===== src/mst_pkg.sv =====
// Constants, carriers and sequence table of the microstep translator.
// Assumes a single 125 MHz system clock and a level code of 8 bits per phase.
package mst_pkg;

  // Sequence position: 64 sixteenth steps per electrical turn
  localparam int          MST_IDX_W    = 6;
  localparam logic [5:0]  MST_HOME_IDX = 6'h08;   // 45 degree point
  localparam logic [7:0]  MST_HOME_LVL = 8'hB4;   // 70.71 % of full scale

  // Resolution codes and index increment per step
  localparam logic [1:0]  MST_RES_FULL = 2'h0;
  localparam logic [1:0]  MST_RES_HALF = 2'h1;
  localparam logic [1:0]  MST_RES_8TH  = 2'h2;
  localparam logic [1:0]  MST_RES_16TH = 2'h3;
  localparam logic [5:0]  MST_INC_FULL = 6'h10;
  localparam logic [5:0]  MST_INC_HALF = 6'h08;
  localparam logic [5:0]  MST_INC_8TH  = 6'h02;
  localparam logic [5:0]  MST_INC_16TH = 6'h01;
  // Select code c picks resolution MST_RES_MAP_DEF[2c+:2]
  localparam logic [7:0]  MST_RES_MAP_DEF = 8'hE4;

  // Decay mode codes
  localparam logic [1:0]  MST_DEC_SLOW  = 2'h0;
  localparam logic [1:0]  MST_DEC_FAST  = 2'h1;
  localparam logic [1:0]  MST_DEC_MIXED = 2'h2;

  // Ratio input is a fraction of logic supply, 8'hFF = full supply
  localparam logic [7:0]  MST_PFD_SLOW_ABOVE = 8'h99;  // 0.6 of supply
  localparam logic [7:0]  MST_PFD_FAST_BELOW = 8'h36;  // 0.21 of supply

  // Bit positions of the synchronised pin vector
  localparam int          MST_SYN_W     = 7;
  localparam int          MST_SYN_STEP  = 6;
  localparam int          MST_SYN_DIR   = 5;
  localparam int          MST_SYN_MSHI  = 4;
  localparam int          MST_SYN_MSLO  = 3;
  localparam int          MST_SYN_DIS   = 2;
  localparam int          MST_SYN_AWAKE = 1;
  localparam int          MST_SYN_LOCK  = 0;

  // One phase towards its DAC and bridge
  typedef struct packed {
    logic [7:0] level;   // Magnitude, 8'hFF = 100 %
    logic       neg;     // Current polarity, 1 = negative
    logic [1:0] decay;   // Decay mode code
  } mst_phase_s;

  // Whole state of the translator
  typedef struct packed {
    logic [MST_SYN_W-1:0] sync1;
    logic [MST_SYN_W-1:0] sync2;
    logic                 step_prev;
    logic                 stepped;
    logic                 bridge_en;
    logic [5:0]           idx;
    mst_phase_s           pa;
    mst_phase_s           pb;
  } mst_state_s;

  localparam mst_phase_s MST_PHASE_HOME = '{level: MST_HOME_LVL, neg: 1'b0,
                                            decay: MST_DEC_MIXED};
  localparam mst_state_s MST_STATE_RST = '{sync1: '0, sync2: '0, step_prev: 1'b0,
                                           stepped: 1'b0, bridge_en: 1'b0,
                                           idx: MST_HOME_IDX,
                                           pa: MST_PHASE_HOME, pb: MST_PHASE_HOME};

  // Cosine of k * 5.625 degrees, k = 0..16, scaled to 255
  function automatic logic [7:0] mst_mag(input logic [4:0] k);
    case (k)
      5'h00:   mst_mag = 8'hFF;
      5'h01:   mst_mag = 8'hFE;
      5'h02:   mst_mag = 8'hFA;
      5'h03:   mst_mag = 8'hF4;
      5'h04:   mst_mag = 8'hEC;
      5'h05:   mst_mag = 8'hE1;
      5'h06:   mst_mag = 8'hD4;
      5'h07:   mst_mag = 8'hC5;
      5'h08:   mst_mag = 8'hB4;
      5'h09:   mst_mag = 8'hA2;
      5'h0A:   mst_mag = 8'h8E;
      5'h0B:   mst_mag = 8'h78;
      5'h0C:   mst_mag = 8'h62;
      5'h0D:   mst_mag = 8'h4A;
      5'h0E:   mst_mag = 8'h32;
      5'h0F:   mst_mag = 8'h19;
      default: mst_mag = 8'h00;
    endcase
  endfunction : mst_mag

endpackage : mst_pkg


===== src/mst_translator.sv =====
// Microstep translator: step/direction pins to per-phase level, polarity and decay.
// Assumes all control pins are asynchronous to clk_sys; the ratio input is a
// converter sample already on clk_sys. Analog regulation lives outside.
`timescale 1ns/1ps

module mst_translator import mst_pkg::*; #(
  parameter logic [7:0] RES_MAP = MST_RES_MAP_DEF  // Select code to resolution
) (
  input  wire logic       clk_sys,             // 125 MHz system clock
  input  wire logic       arst_n,              // Asynchronous reset, active low
  input  wire logic       step_in,             // Advance strobe pin
  input  wire logic       dir_in,              // Rotation sense pin
  input  wire logic       resolution_sel_lo,   // Resolution select, low bit
  input  wire logic       resolution_sel_hi,   // Resolution select, high bit
  input  wire logic [7:0] fast_decay_ratio_in, // Ratio sample, fraction of supply
  input  wire logic       output_disable,      // High turns bridges off
  input  wire logic       power_down_n,        // Low enters power-down
  input  wire logic       logic_supply_low_lockout, // High while supply is low
  output mst_phase_s      phase_a,             // Phase A level, polarity, decay
  output mst_phase_s      phase_b,             // Phase B level, polarity, decay
  output logic            bridge_en,           // Bridges allowed to drive
  output logic [5:0]      position_idx         // Sixteenth index, zero based
);

  mst_state_s st_reg;
  mst_state_s st_next;
  logic       hold;
  logic       step_edge;
  logic [1:0] res;
  logic [5:0] inc;
  logic [5:0] idx_new;
  logic [1:0] pfd_cls;
  mst_phase_s pa_new;
  mst_phase_s pb_new;

  // Ratio classification, thresholds exclusive at both ends
  always_comb begin
    if (fast_decay_ratio_in > MST_PFD_SLOW_ABOVE) begin
      pfd_cls = MST_DEC_SLOW;
    end else if (fast_decay_ratio_in < MST_PFD_FAST_BELOW) begin
      pfd_cls = MST_DEC_FAST;
    end else begin
      pfd_cls = MST_DEC_MIXED;
    end
  end

  // Resolution from the synchronised selects, looked up through the map
  always_comb begin
    res = RES_MAP[{st_reg.sync2[MST_SYN_MSHI], st_reg.sync2[MST_SYN_MSLO], 1'b0} +: 2];
    case (res)
      MST_RES_FULL: inc = MST_INC_FULL;
      MST_RES_HALF: inc = MST_INC_HALF;
      MST_RES_8TH:  inc = MST_INC_8TH;
      default:      inc = MST_INC_16TH;
    endcase
  end

  // Next position and phase values; sine is cosine a quarter turn back
  always_comb begin
    logic [5:0] ib;
    ib = 6'h00;
    idx_new = st_reg.sync2[MST_SYN_DIR] ? st_reg.idx - inc : st_reg.idx + inc;
    ib      = idx_new - 6'h10;
    pa_new.level = mst_mag(idx_new[4] ? 5'h10 - {1'b0, idx_new[3:0]}
                                      : {1'b0, idx_new[3:0]});
    pa_new.neg   = idx_new[4] ^ idx_new[5];
    pb_new.level = mst_mag(ib[4] ? 5'h10 - {1'b0, ib[3:0]} : {1'b0, ib[3:0]});
    pb_new.neg   = ib[4] ^ ib[5];
    // Falling level takes the ratio mode, anything else stays slow
    pa_new.decay = (pa_new.level < st_reg.pa.level) ? pfd_cls : MST_DEC_SLOW;
    pb_new.decay = (pb_new.level < st_reg.pb.level) ? pfd_cls : MST_DEC_SLOW;
  end

  // Lockout and power-down both pin the translator at Home
  assign hold      = ~st_reg.sync2[MST_SYN_AWAKE] | st_reg.sync2[MST_SYN_LOCK];
  // Edge seen on the second flop only, never on the first
  assign step_edge = st_reg.sync2[MST_SYN_STEP] & ~st_reg.step_prev;

  // Next-state assembly
  always_comb begin
    st_next           = st_reg;
    st_next.sync1     = {step_in, dir_in, resolution_sel_hi, resolution_sel_lo,
                         output_disable, power_down_n, logic_supply_low_lockout};
    st_next.sync2     = st_reg.sync1;
    st_next.step_prev = st_reg.sync2[MST_SYN_STEP];
    st_next.stepped   = 1'b0;
    // Disable only gates the bridges; the translator below ignores it
    st_next.bridge_en = ~hold & ~st_reg.sync2[MST_SYN_DIS];
    if (hold) begin
      st_next.idx = MST_HOME_IDX;
      st_next.pa  = MST_PHASE_HOME;
      st_next.pb  = MST_PHASE_HOME;
    end else if (step_edge) begin
      st_next.idx     = idx_new;
      st_next.pa      = pa_new;
      st_next.pb      = pb_new;
      st_next.stepped = 1'b1;
    end
  end

  // Single state register; reset lands on Home
  always_ff @(posedge clk_sys or negedge arst_n) begin
    if (!arst_n) begin
      st_reg <= MST_STATE_RST;
    end else begin
      st_reg <= st_next;
    end
  end

  assign phase_a      = st_reg.pa;
  assign phase_b      = st_reg.pb;
  assign bridge_en    = st_reg.bridge_en;
  assign position_idx = st_reg.idx;

  // Helpers for checks: what a strobe edge in this cycle should give
  logic [5:0] exp_cw;
  logic [5:0] exp_ccw;
  assign exp_cw  = st_reg.idx + inc;
  assign exp_ccw = st_reg.idx - inc;

  property p_home_levels;
    @(posedge clk_sys) disable iff (!arst_n)
      st_reg.idx == MST_HOME_IDX && !st_reg.stepped |->
        phase_a.level == MST_HOME_LVL && phase_b.level == MST_HOME_LVL && !phase_a.neg;
  endproperty
  a_home_levels: assert property (p_home_levels)
    else $error("home position without plus 70 percent levels");

  property p_home_mixed;
    @(posedge clk_sys) disable iff (!arst_n)
      hold |=> phase_a.decay == MST_DEC_MIXED && phase_b.decay == MST_DEC_MIXED;
  endproperty
  a_home_mixed: assert property (p_home_mixed)
    else $error("home state did not select mixed decay");

  property p_step_cw;
    @(posedge clk_sys) disable iff (!arst_n)
      step_edge && !hold && !st_reg.sync2[MST_SYN_DIR] |=> position_idx == $past(exp_cw);
  endproperty
  a_step_cw: assert property (p_step_cw)
    else $error("clockwise step did not add one increment");

  property p_step_ccw;
    @(posedge clk_sys) disable iff (!arst_n)
      step_edge && !hold && st_reg.sync2[MST_SYN_DIR] |=> position_idx == $past(exp_ccw);
  endproperty
  a_step_ccw: assert property (p_step_ccw)
    else $error("counterclockwise step did not subtract one increment");

  property p_no_edge_still;
    @(posedge clk_sys) disable iff (!arst_n)
      !step_edge && !hold |=> $stable(position_idx) ##1 1'b1;
  endproperty
  a_no_edge_still: assert property (p_no_edge_still)
    else $error("position moved without a strobe edge");

  property p_rise_slow;
    @(posedge clk_sys) disable iff (!arst_n)
      st_reg.stepped && phase_a.level >= $past(phase_a.level) |->
        phase_a.decay == MST_DEC_SLOW;
  endproperty
  a_rise_slow: assert property (p_rise_slow)
    else $error("rising phase level not in slow decay");

  property p_fall_ratio;
    @(posedge clk_sys) disable iff (!arst_n)
      st_reg.stepped && phase_b.level < $past(phase_b.level) |->
        phase_b.decay == $past(pfd_cls);
  endproperty
  a_fall_ratio: assert property (p_fall_ratio)
    else $error("falling phase level ignored the ratio input");

  property p_lockout_home;
    @(posedge clk_sys) disable iff (!arst_n)
      $fell(hold) |-> position_idx == MST_HOME_IDX ##1 position_idx[0] == 1'b0 || st_reg.stepped;
  endproperty
  a_lockout_home: assert property (p_lockout_home)
    else $error("translator not at home when lockout ended");

  property p_sleep_off;
    @(posedge clk_sys) disable iff (!arst_n)
      !st_reg.sync2[MST_SYN_AWAKE] |=> !bridge_en && position_idx == MST_HOME_IDX;
  endproperty
  a_sleep_off: assert property (p_sleep_off)
    else $error("power-down left bridges on or position away from home");

  property p_disable_steps;
    @(posedge clk_sys) disable iff (!arst_n)
      st_reg.sync2[MST_SYN_DIS] && step_edge && !hold |=> !bridge_en && st_reg.stepped;
  endproperty
  a_disable_steps: assert property (p_disable_steps)
    else $error("output disable stopped the translator");

  property p_quarter;
    @(posedge clk_sys) disable iff (!arst_n)
      position_idx == 6'h10 |-> phase_a.level == 8'h00 && phase_b.level == 8'hFF;
  endproperty
  a_quarter: assert property (p_quarter)
    else $error("90 degree point has wrong levels");

endmodule : mst_translator


===== config.mk =====
export PLATFORM = sky130hd
export DESIGN_NAME = mst_translator
export DESIGN_NICKNAME = d
export VERILOG_FILES = /design/src/mst_pkg.sv /design/src/mst_translator.sv
export SDC_FILE = /design/constraint.sdc
export NUM_CORES = 1
export LEC_CHECK = 0
export ABC_AREA = 0
export BUFFER_PORTS_ARGS = -buffer_cell sky130_fd_sc_hd__buf_2
export CAP_MARGIN = 20
export CORE_MARGIN = 2
export CORE_UTILIZATION = 30
export CTS_BUF_LIST = sky130_fd_sc_hd__clkbuf_2 sky130_fd_sc_hd__clkbuf_4 sky130_fd_sc_hd__clkbuf_8
export DETAILED_ROUTE_END_ITERATION = 16
export PLACE_DENSITY = 0.51
export SETUP_SLACK_MARGIN = 0.3
export SYNTH_ARGS = -nofsm -noshare
export SYNTH_HDL_FRONTEND = slang
export SYNTH_SLANG_ARGS = --single-unit

===== constraint.sdc =====
create_clock -name clk_sys -period 6.9 [get_ports clk_sys]
set_input_delay 0.345 -clock clk_sys [delete_from_list [all_inputs] [get_ports clk_sys]]
set_output_delay 0.345 -clock clk_sys [all_outputs]
set_load 0.03 [all_outputs]

==> Yosys cells after proc, flatten, opt, wreduce, memory -nomap -nowiden <==
Memory sizes are Yosys's and may differ from the RTL's.
Index checks and enable logic that the tools add are counted.
{ "totals": {"reg_bits": 44, "rom_bits": 256, "in_bits": 17, "output_inout_bits": 29, "wordCells": 48, "mem_count": 2} }
{ "op_classes": {"add_sub_neg": 5, "order_cmp": 4, "eq_ne": 2, "n_shift": 1, "n_mux": 12, "bitwise_logic": 9, "reduce_logical": 2} }
{ "mem_list": {"columns": ["memory", "words", "width", "read_ports", "rd_ports_with_merged_regs", "write_ports", "line", "text"], "rows": [
  ["(no name shown)", 16, 8, 1, 0, 0, "mst_pkg.sv:69", "case (k)"],
  ["(no name shown)", 16, 8, 1, 0, 0, "mst_pkg.sv:69", null]
]} }
{ "op_table": {"columns": ["op", "n"], "rows": [
  ["2-to-1 mux 28 bit", 2],
  ["< comparator 8 bit", 2],
  ["2-to-1 mux 8 bit", 2],
  ["one-hot mux 5 bit (3 select lines)", 1],
  ["2-to-1 mux 5 bit", 2],
  ["subtractor 5 x 4 -> 5 bit, first input constant", 2],
  ["> comparator 8 bit, second input constant", 1],
  ["< comparator 8 x 6 -> 1 bit, second input constant", 1],
  ["2-to-1 mux 2 bit", 4],
  ["indexed part select 8 x 4 -> 2 bit, first input constant", 1],
  ["adder 6 bit", 1],
  ["2-to-1 mux 6 bit", 1],
  ["subtractor 6 x 5 -> 6 bit, second input constant", 1],
  ["subtractor 6 bit", 1],
  ["NOT 1 bit", 4],
  ["AND 1 bit", 2],
  ["== test 2 x 1 -> 1 bit, second input constant", 1],
  ["== test 2 bit, second input constant", 1],
  ["logical NOT 2 bit", 1],
  ["nonzero test 2 bit", 1],
  ["bitwise XOR 1 bit", 2],
  ["bitwise OR 1 bit", 1]
]} }

==> Logic depth before layout (Yosys ltp) <==
An unclocked memory read counts as a cell.
{ "logic_depth": {"word_depth": 14, "mapped_depth": 21, "depth_no_buf": 21} }

==> Worst setup path before layout <==
OpenSTA, ideal clock, no wires.
{ "synth_timing": {"kind": "reg2reg", "start": "register st_reg[35] (netlist bit)", "end": "register st_reg (netlist bit phase_b[0])", "setup_time_ns": 0.104, "arrival_time_ns": 4.390, "slack_ns": 2.407, "stages_incl_launch_ff": 19, "path_cell_list": "dfrtp_1 > and2_1 > ha_1 > fa_1 > nor2b_4 > o22ai_4 > xnor2_2 > mux2i_1 > inv_1 > ha_1 > a221oi_1 > ha_1 > a21o_1 > a21o_1 > a21oi_1 > nand2_1 > o21ai_0 > a41oi_1 > o41ai_2"} }
{ "synth_between": {"elab_chain_len": 14} }
{ "synth_lines": {"columns": ["item", "line", "text"], "rows": [
  ["from (decl)", "mst_translator.sv:25", "mst_state_s st_reg;"],
  ["from (signal assigned)", "mst_translator.sv:106", "st_reg <= st_next;"],
  ["indexed part select 8 x 4 -> 2 bit *", "mst_translator.sv:49", "res = RES_MAP[{st_reg.sync2[MST_SYN_MSHI], st_reg.sync2[MST_SYN_MSLO], 1'b0} +: 2];"],
  ["== test 2 bit, or another cell as far along", "mst_translator.sv:50", "case (res)"],
  ["one-hot mux 5 bit (3 select lines) *", "mst_translator.sv:50", null],
  ["adder 6 bit or subtractor 6 bit (tied branches)", null, null],
  ["2-to-1 mux 6 bit *", "mst_translator.sv:62", "idx_new = st_reg.sync2[MST_SYN_DIR] ? st_reg.idx - inc : st_reg.idx + inc;"],
  ["subtractor 6 x 5 -> 6 bit *", "mst_translator.sv:63", "ib = idx_new - 6'h10;"],
  ["subtractor 5 x 4 -> 5 bit", "mst_translator.sv:67", "pb_new.level = mst_mag(ib[4] ? 5'h10 - {1'b0, ib[3:0]} : {1'b0, ib[3:0]});"],
  ["2-to-1 mux 5 bit *", "mst_translator.sv:67", null],
  ["memory (16 x 8 bit)", null, null],
  ["2-to-1 mux 8 bit *", "mst_pkg.sv:69", null],
  ["< comparator 8 bit *", "mst_translator.sv:71", "pb_new.decay = (pb_new.level < st_reg.pb.level) ? pfd_cls : MST_DEC_SLOW;"],
  ["2-to-1 mux 2 bit *", "mst_translator.sv:71", null],
  ["2-to-1 mux 28 bit *", "mst_translator.sv:93", "end else if (step_edge) begin"],
  ["2-to-1 mux 28 bit *", "mst_translator.sv:89", "if (hold) begin"]
]} }
Mark *: on every way between the ends. The rest lies on a longest branch, timed or not. The select of a mux whose other input is x is not followed.
A chain may end at the register's enable or synchronous reset.

==> Worst setup path in the final report <==
Same ends and word-level chain as after synthesis.

==> impl_metrics.py <==
metrics = {
    "timing": {
        "whs_ns": -0.00146,
        "final_max_slew_viol_count": 0,
        "slew_headroom_pct": 33.3,
        "fmax_mhz": 190,
        "hold_viol_final": 1,
        "setup_viol": 0,
        "rsz0062_at_grt": "no",
        "timing.final.crit_period_ns": 5.27,
        "min_period_over_period_pct": 76.4,
        "tightest_slew_ns": 1.00,
        "skew_ns": 0.00854,
        "tns_ns": 0,
    },
    "yosys": {
        "syn_nets": 427,
        "netlist_instances": 374,
        "ys_top_cells_by_area": "dfrtp_1 (24%), ha_1 (13%), dfstp_2 (8.5%), buf_4 (6.2%), a21oi_1 (4.3%)",
        "synth.distinct_cells": 72,
        "syn_avg_cell_area_sq_um": 9.12,
        "yosys_warnings": 0,
        "synthFlopType": "dfrtp_1",
        "async_reset_ff_share_pct": 100,
        "ys_ff_latch": 44,
        "synth_top_cell_area_share_pct": 24.2,
        "syn_area_sq_um": 3410,
        "ys_seq_area_share_pct": 32.7,
        "synth_area_leader_cell": "dfrtp_1",
        "synth_edf_count": 0,
    },
    "detailed_routing": {
        "vias": 2670,
        "ant_nets": 0,
        "wire_per_inst_um": 14.4,
        "drc": 0,
        "routed_via_density": 5.04,
        "drt_iter0_markers": 183,
        "dr.pass1.iters": 6,
        "routed_wl_mm": 7.63,
    },
    "place": {
        "io_buffers": 44,
        "place.gp.congestion": 0.812,
        "dp_hpwl_mm": 5.67,
    },
    "power_and_ir_drop": {
        "share_seq_of_total_power_pct": 28.4,
        "finalPower_uw": 982,
        "vdd.ir_drop.worst_uv": 142,
        "p_sw_uw": 393,
        "power.leakage_uw": 0.00173,
        "clkPwrFrac_pct": 22.1,
        "p_int_uw": 590,
        "p_per_area_nw_per_um2": 265,
        "switching_share_pct": 40.0,
        "p_comb_share_pct": 49.5,
    },
    "setup_path": {
        "crit_path_top_delay_cell": "mux2i_1",
        "critPathCaptureType": "flip-flop",
        "r2r-start": "st_reg[35]",
        "start_kind": "flip-flop",
        "crit_required_ns": 7.09,
        "worstSetupPathType": "reg2reg",
        "cp_slowest_stage_delay_ns": 0.62,
        "r2r-end": "phase_b[0]",
        "path_common_cell": "ha_1",
        "path_cells": "and2_1, ha_1, fa_1, nor2b_4, o22ai_4, xnor2_2, mux2i_1, inv_1, ha_1, a221oi_1, ha_1, a21o_1, a21o_1, a21oi_1, nand2_1, o21ai_0, a41oi_1, o41ai_2",
        "cp_max_fo": 8,
        "reg2reg_slack_ns": 1.63,
        "worstPathArrival_ns": 5.47,
        "ff2ff_path_depth": 18,
    },
    "clocking": {
        "tritoncts": "done",
        "ctsRootBufferMaster": "clkbuf_8",
        "cts_setup_buffers": 0,
        "cts.sinks": 44,
        "h-tree-depth": 2,
        "clk_pin_slew_ns": 0.09,
        "hold_buffers": 0,
        "cts_resized": 0,
        "clkLatencyLatePin_ns": 0.30,
        "clk_path_buf_depth": 2,
        "cts_buffers": 5,
    },
    "global_routing": {
        "antenna_found_initial": 0,
        "grt_first_pass_wirelength_mm": 12.9,
        "overflow": 0,
        "grt_max_degree": 45,
        "groute.usage.overall_pct": 12.8,
        "grt_pass1_vias": 2589,
    },
    "finish": {
        "multi_input_area_sq_um": 1920,
        "final_cell_mix": "buf_2 (44), ha_1 (35), nand2_1 (33), dfrtp_1 (33), nor2_1 (30)",
        "seqCellArea_sq_um": 1110,
        "layout_commonest_cell": "buf_2",
        "fillerInstances": 1141,
        "syn2layout_area_growth_pct": 8.62,
        "layout-drive-gt1-share_pct": 22.6,
        "final_util_pct": 33.7,
        "fin_nets": 442,
        "diodes": 0,
    },
    "floorplanning": {
        "rows": 38,
        "num_io_pins": 46,
        "start_util_pct": 31.1,
        "die_area_sq_um": 12200,
        "core_region_area_sq_um": 11000,
        "die_h_um": 111,
        "die_w_um": 111,
    },
    "status": {
        "outcome": "finished, violations left",
        "failed_checks": "negative hold slack",
    },
    "worst_hold_path": {
        "hold_path_class": "in2async",
    },
    "run": {
        "cap_violations": 0,
    },
}
[cell families (layout without fill, tap and decap cells)]
group / Yosys count / in the layout / synth area share [%]
AOI/OAI and AO/OA: 103 / 103 / 21.0
xor gates and xnor gates: 11 / 11 / 3.82
DFF: 44 / 44 / 32.7
and+or+nand+nor: 103 / 103 / 15.1
buffers and inverters: 67 / 83 / 11.0
adders and majority gates: 36 / 36 / 13.4
muxes: 10 / 10 / 2.97
[metrics by stage]
stage / area, sq um / instances / hold slack, ns / setup WS, ns
floorplan: 3410 / 374 / 0.0494 / 2.41
global placement: 3560 / 521 / 0.334 / 1.74
detailed placement: 3560 / 521 / 0.336 / 1.66
CTS: 3680 / 529 / 0.127 / 1.60
global route: 3700 / 530 / 0.0145 / 1.05
finish: 3700 / 530 / -0.00146 / 1.63
[how the worst max path moves through the flow]
| stage | startpoint | endpoint | cells past startpoint |
|---|---|---|---|
| final | st_reg[35] | phase_b[0] | 18 |
| after global routing | st_reg[35] | phase_b[0] | 18 |
| after CTS | st_reg[35] | phase_b[0] | 18 |
| after detailed placement | st_reg[35] | phase_b[0] | 18 |
| after global placement | st_reg[35] | phase_b[0] | 18 |
| after floorplan | st_reg[35] | phase_b[0] | 18 |
[Yosys cell counts (2+ instances only)]
| library cell | n |
|---|---|
| nand2_1 | 33 |
| nor3b_1 | 2 |
| a211oi_1 | 2 |
| a22o_1 | 2 |
| a22oi_1 | 2 |
| inv_1 | 26 |
| buf_6 | 2 |
| nand4_1 | 2 |
| xnor2_1 | 7 |
| buf_4 | 28 |
| ha_1 | 35 |
| o21ai_0 | 19 |
| o31ai_1 | 5 |
| a2bb2oi_1 | 3 |
| nand3_1 | 5 |
| a31oi_1 | 2 |
| a21o_1 | 6 |
| dfrtp_1 | 33 |
| a21boi_0 | 2 |
| dfstp_2 | 11 |
| mux2i_1 | 9 |
| o21a_1 | 5 |
| nor3_1 | 5 |
| nand2b_1 | 8 |
| buf_2 | 3 |
| nor2_1 | 30 |
| clkbuf_1 | 8 |
| or3_1 | 3 |
| a21oi_1 | 29 |
| nor2_4 | 2 |
| a311o_1 | 2 |
| nor2b_1 | 2 |
| o211ai_1 | 2 |
[power by group through the flow]
stage               Combinational (uW)  Sequential, uW  Clock [uW]
finish                             487             279         217
global route                       553             281         238
CTS                                485             279         228
detailed placement                 482             284           0
global placement                   473             284           0
floorplan                          391             282           0
[critical path, delay by kind of cell (launching register included)]
| kind | cells | cell delay (ns) |
|---|---|---|
| xor+xnor | 1 | 0.48 |
| fa+ha+maj | 4 | 1.29 |
| buf+inv | 1 | 0.20 |
| mux | 1 | 0.62 |
| simple gates | 3 | 0.48 |
| flops | 1 | 0.41 |
| compound gates | 8 | 1.67 |
[cell type report]
type	count	share of cell area, %
sequential	44	30.1
inverter	26	2.63
tap	140	4.73
clock buffer	7	2.60
timing repair buffer	49	7.29
multi-input combinational	263	51.8
clock inverter	1	0.811
[routing by layer]
layer	GRT usage, %	part of all wire [%]
met1	18.0	50
met2	19.7	44
met3	3.40	4.8
met4	2.83	0.92
met5	0	0
(Power assumes the default switching activity.)
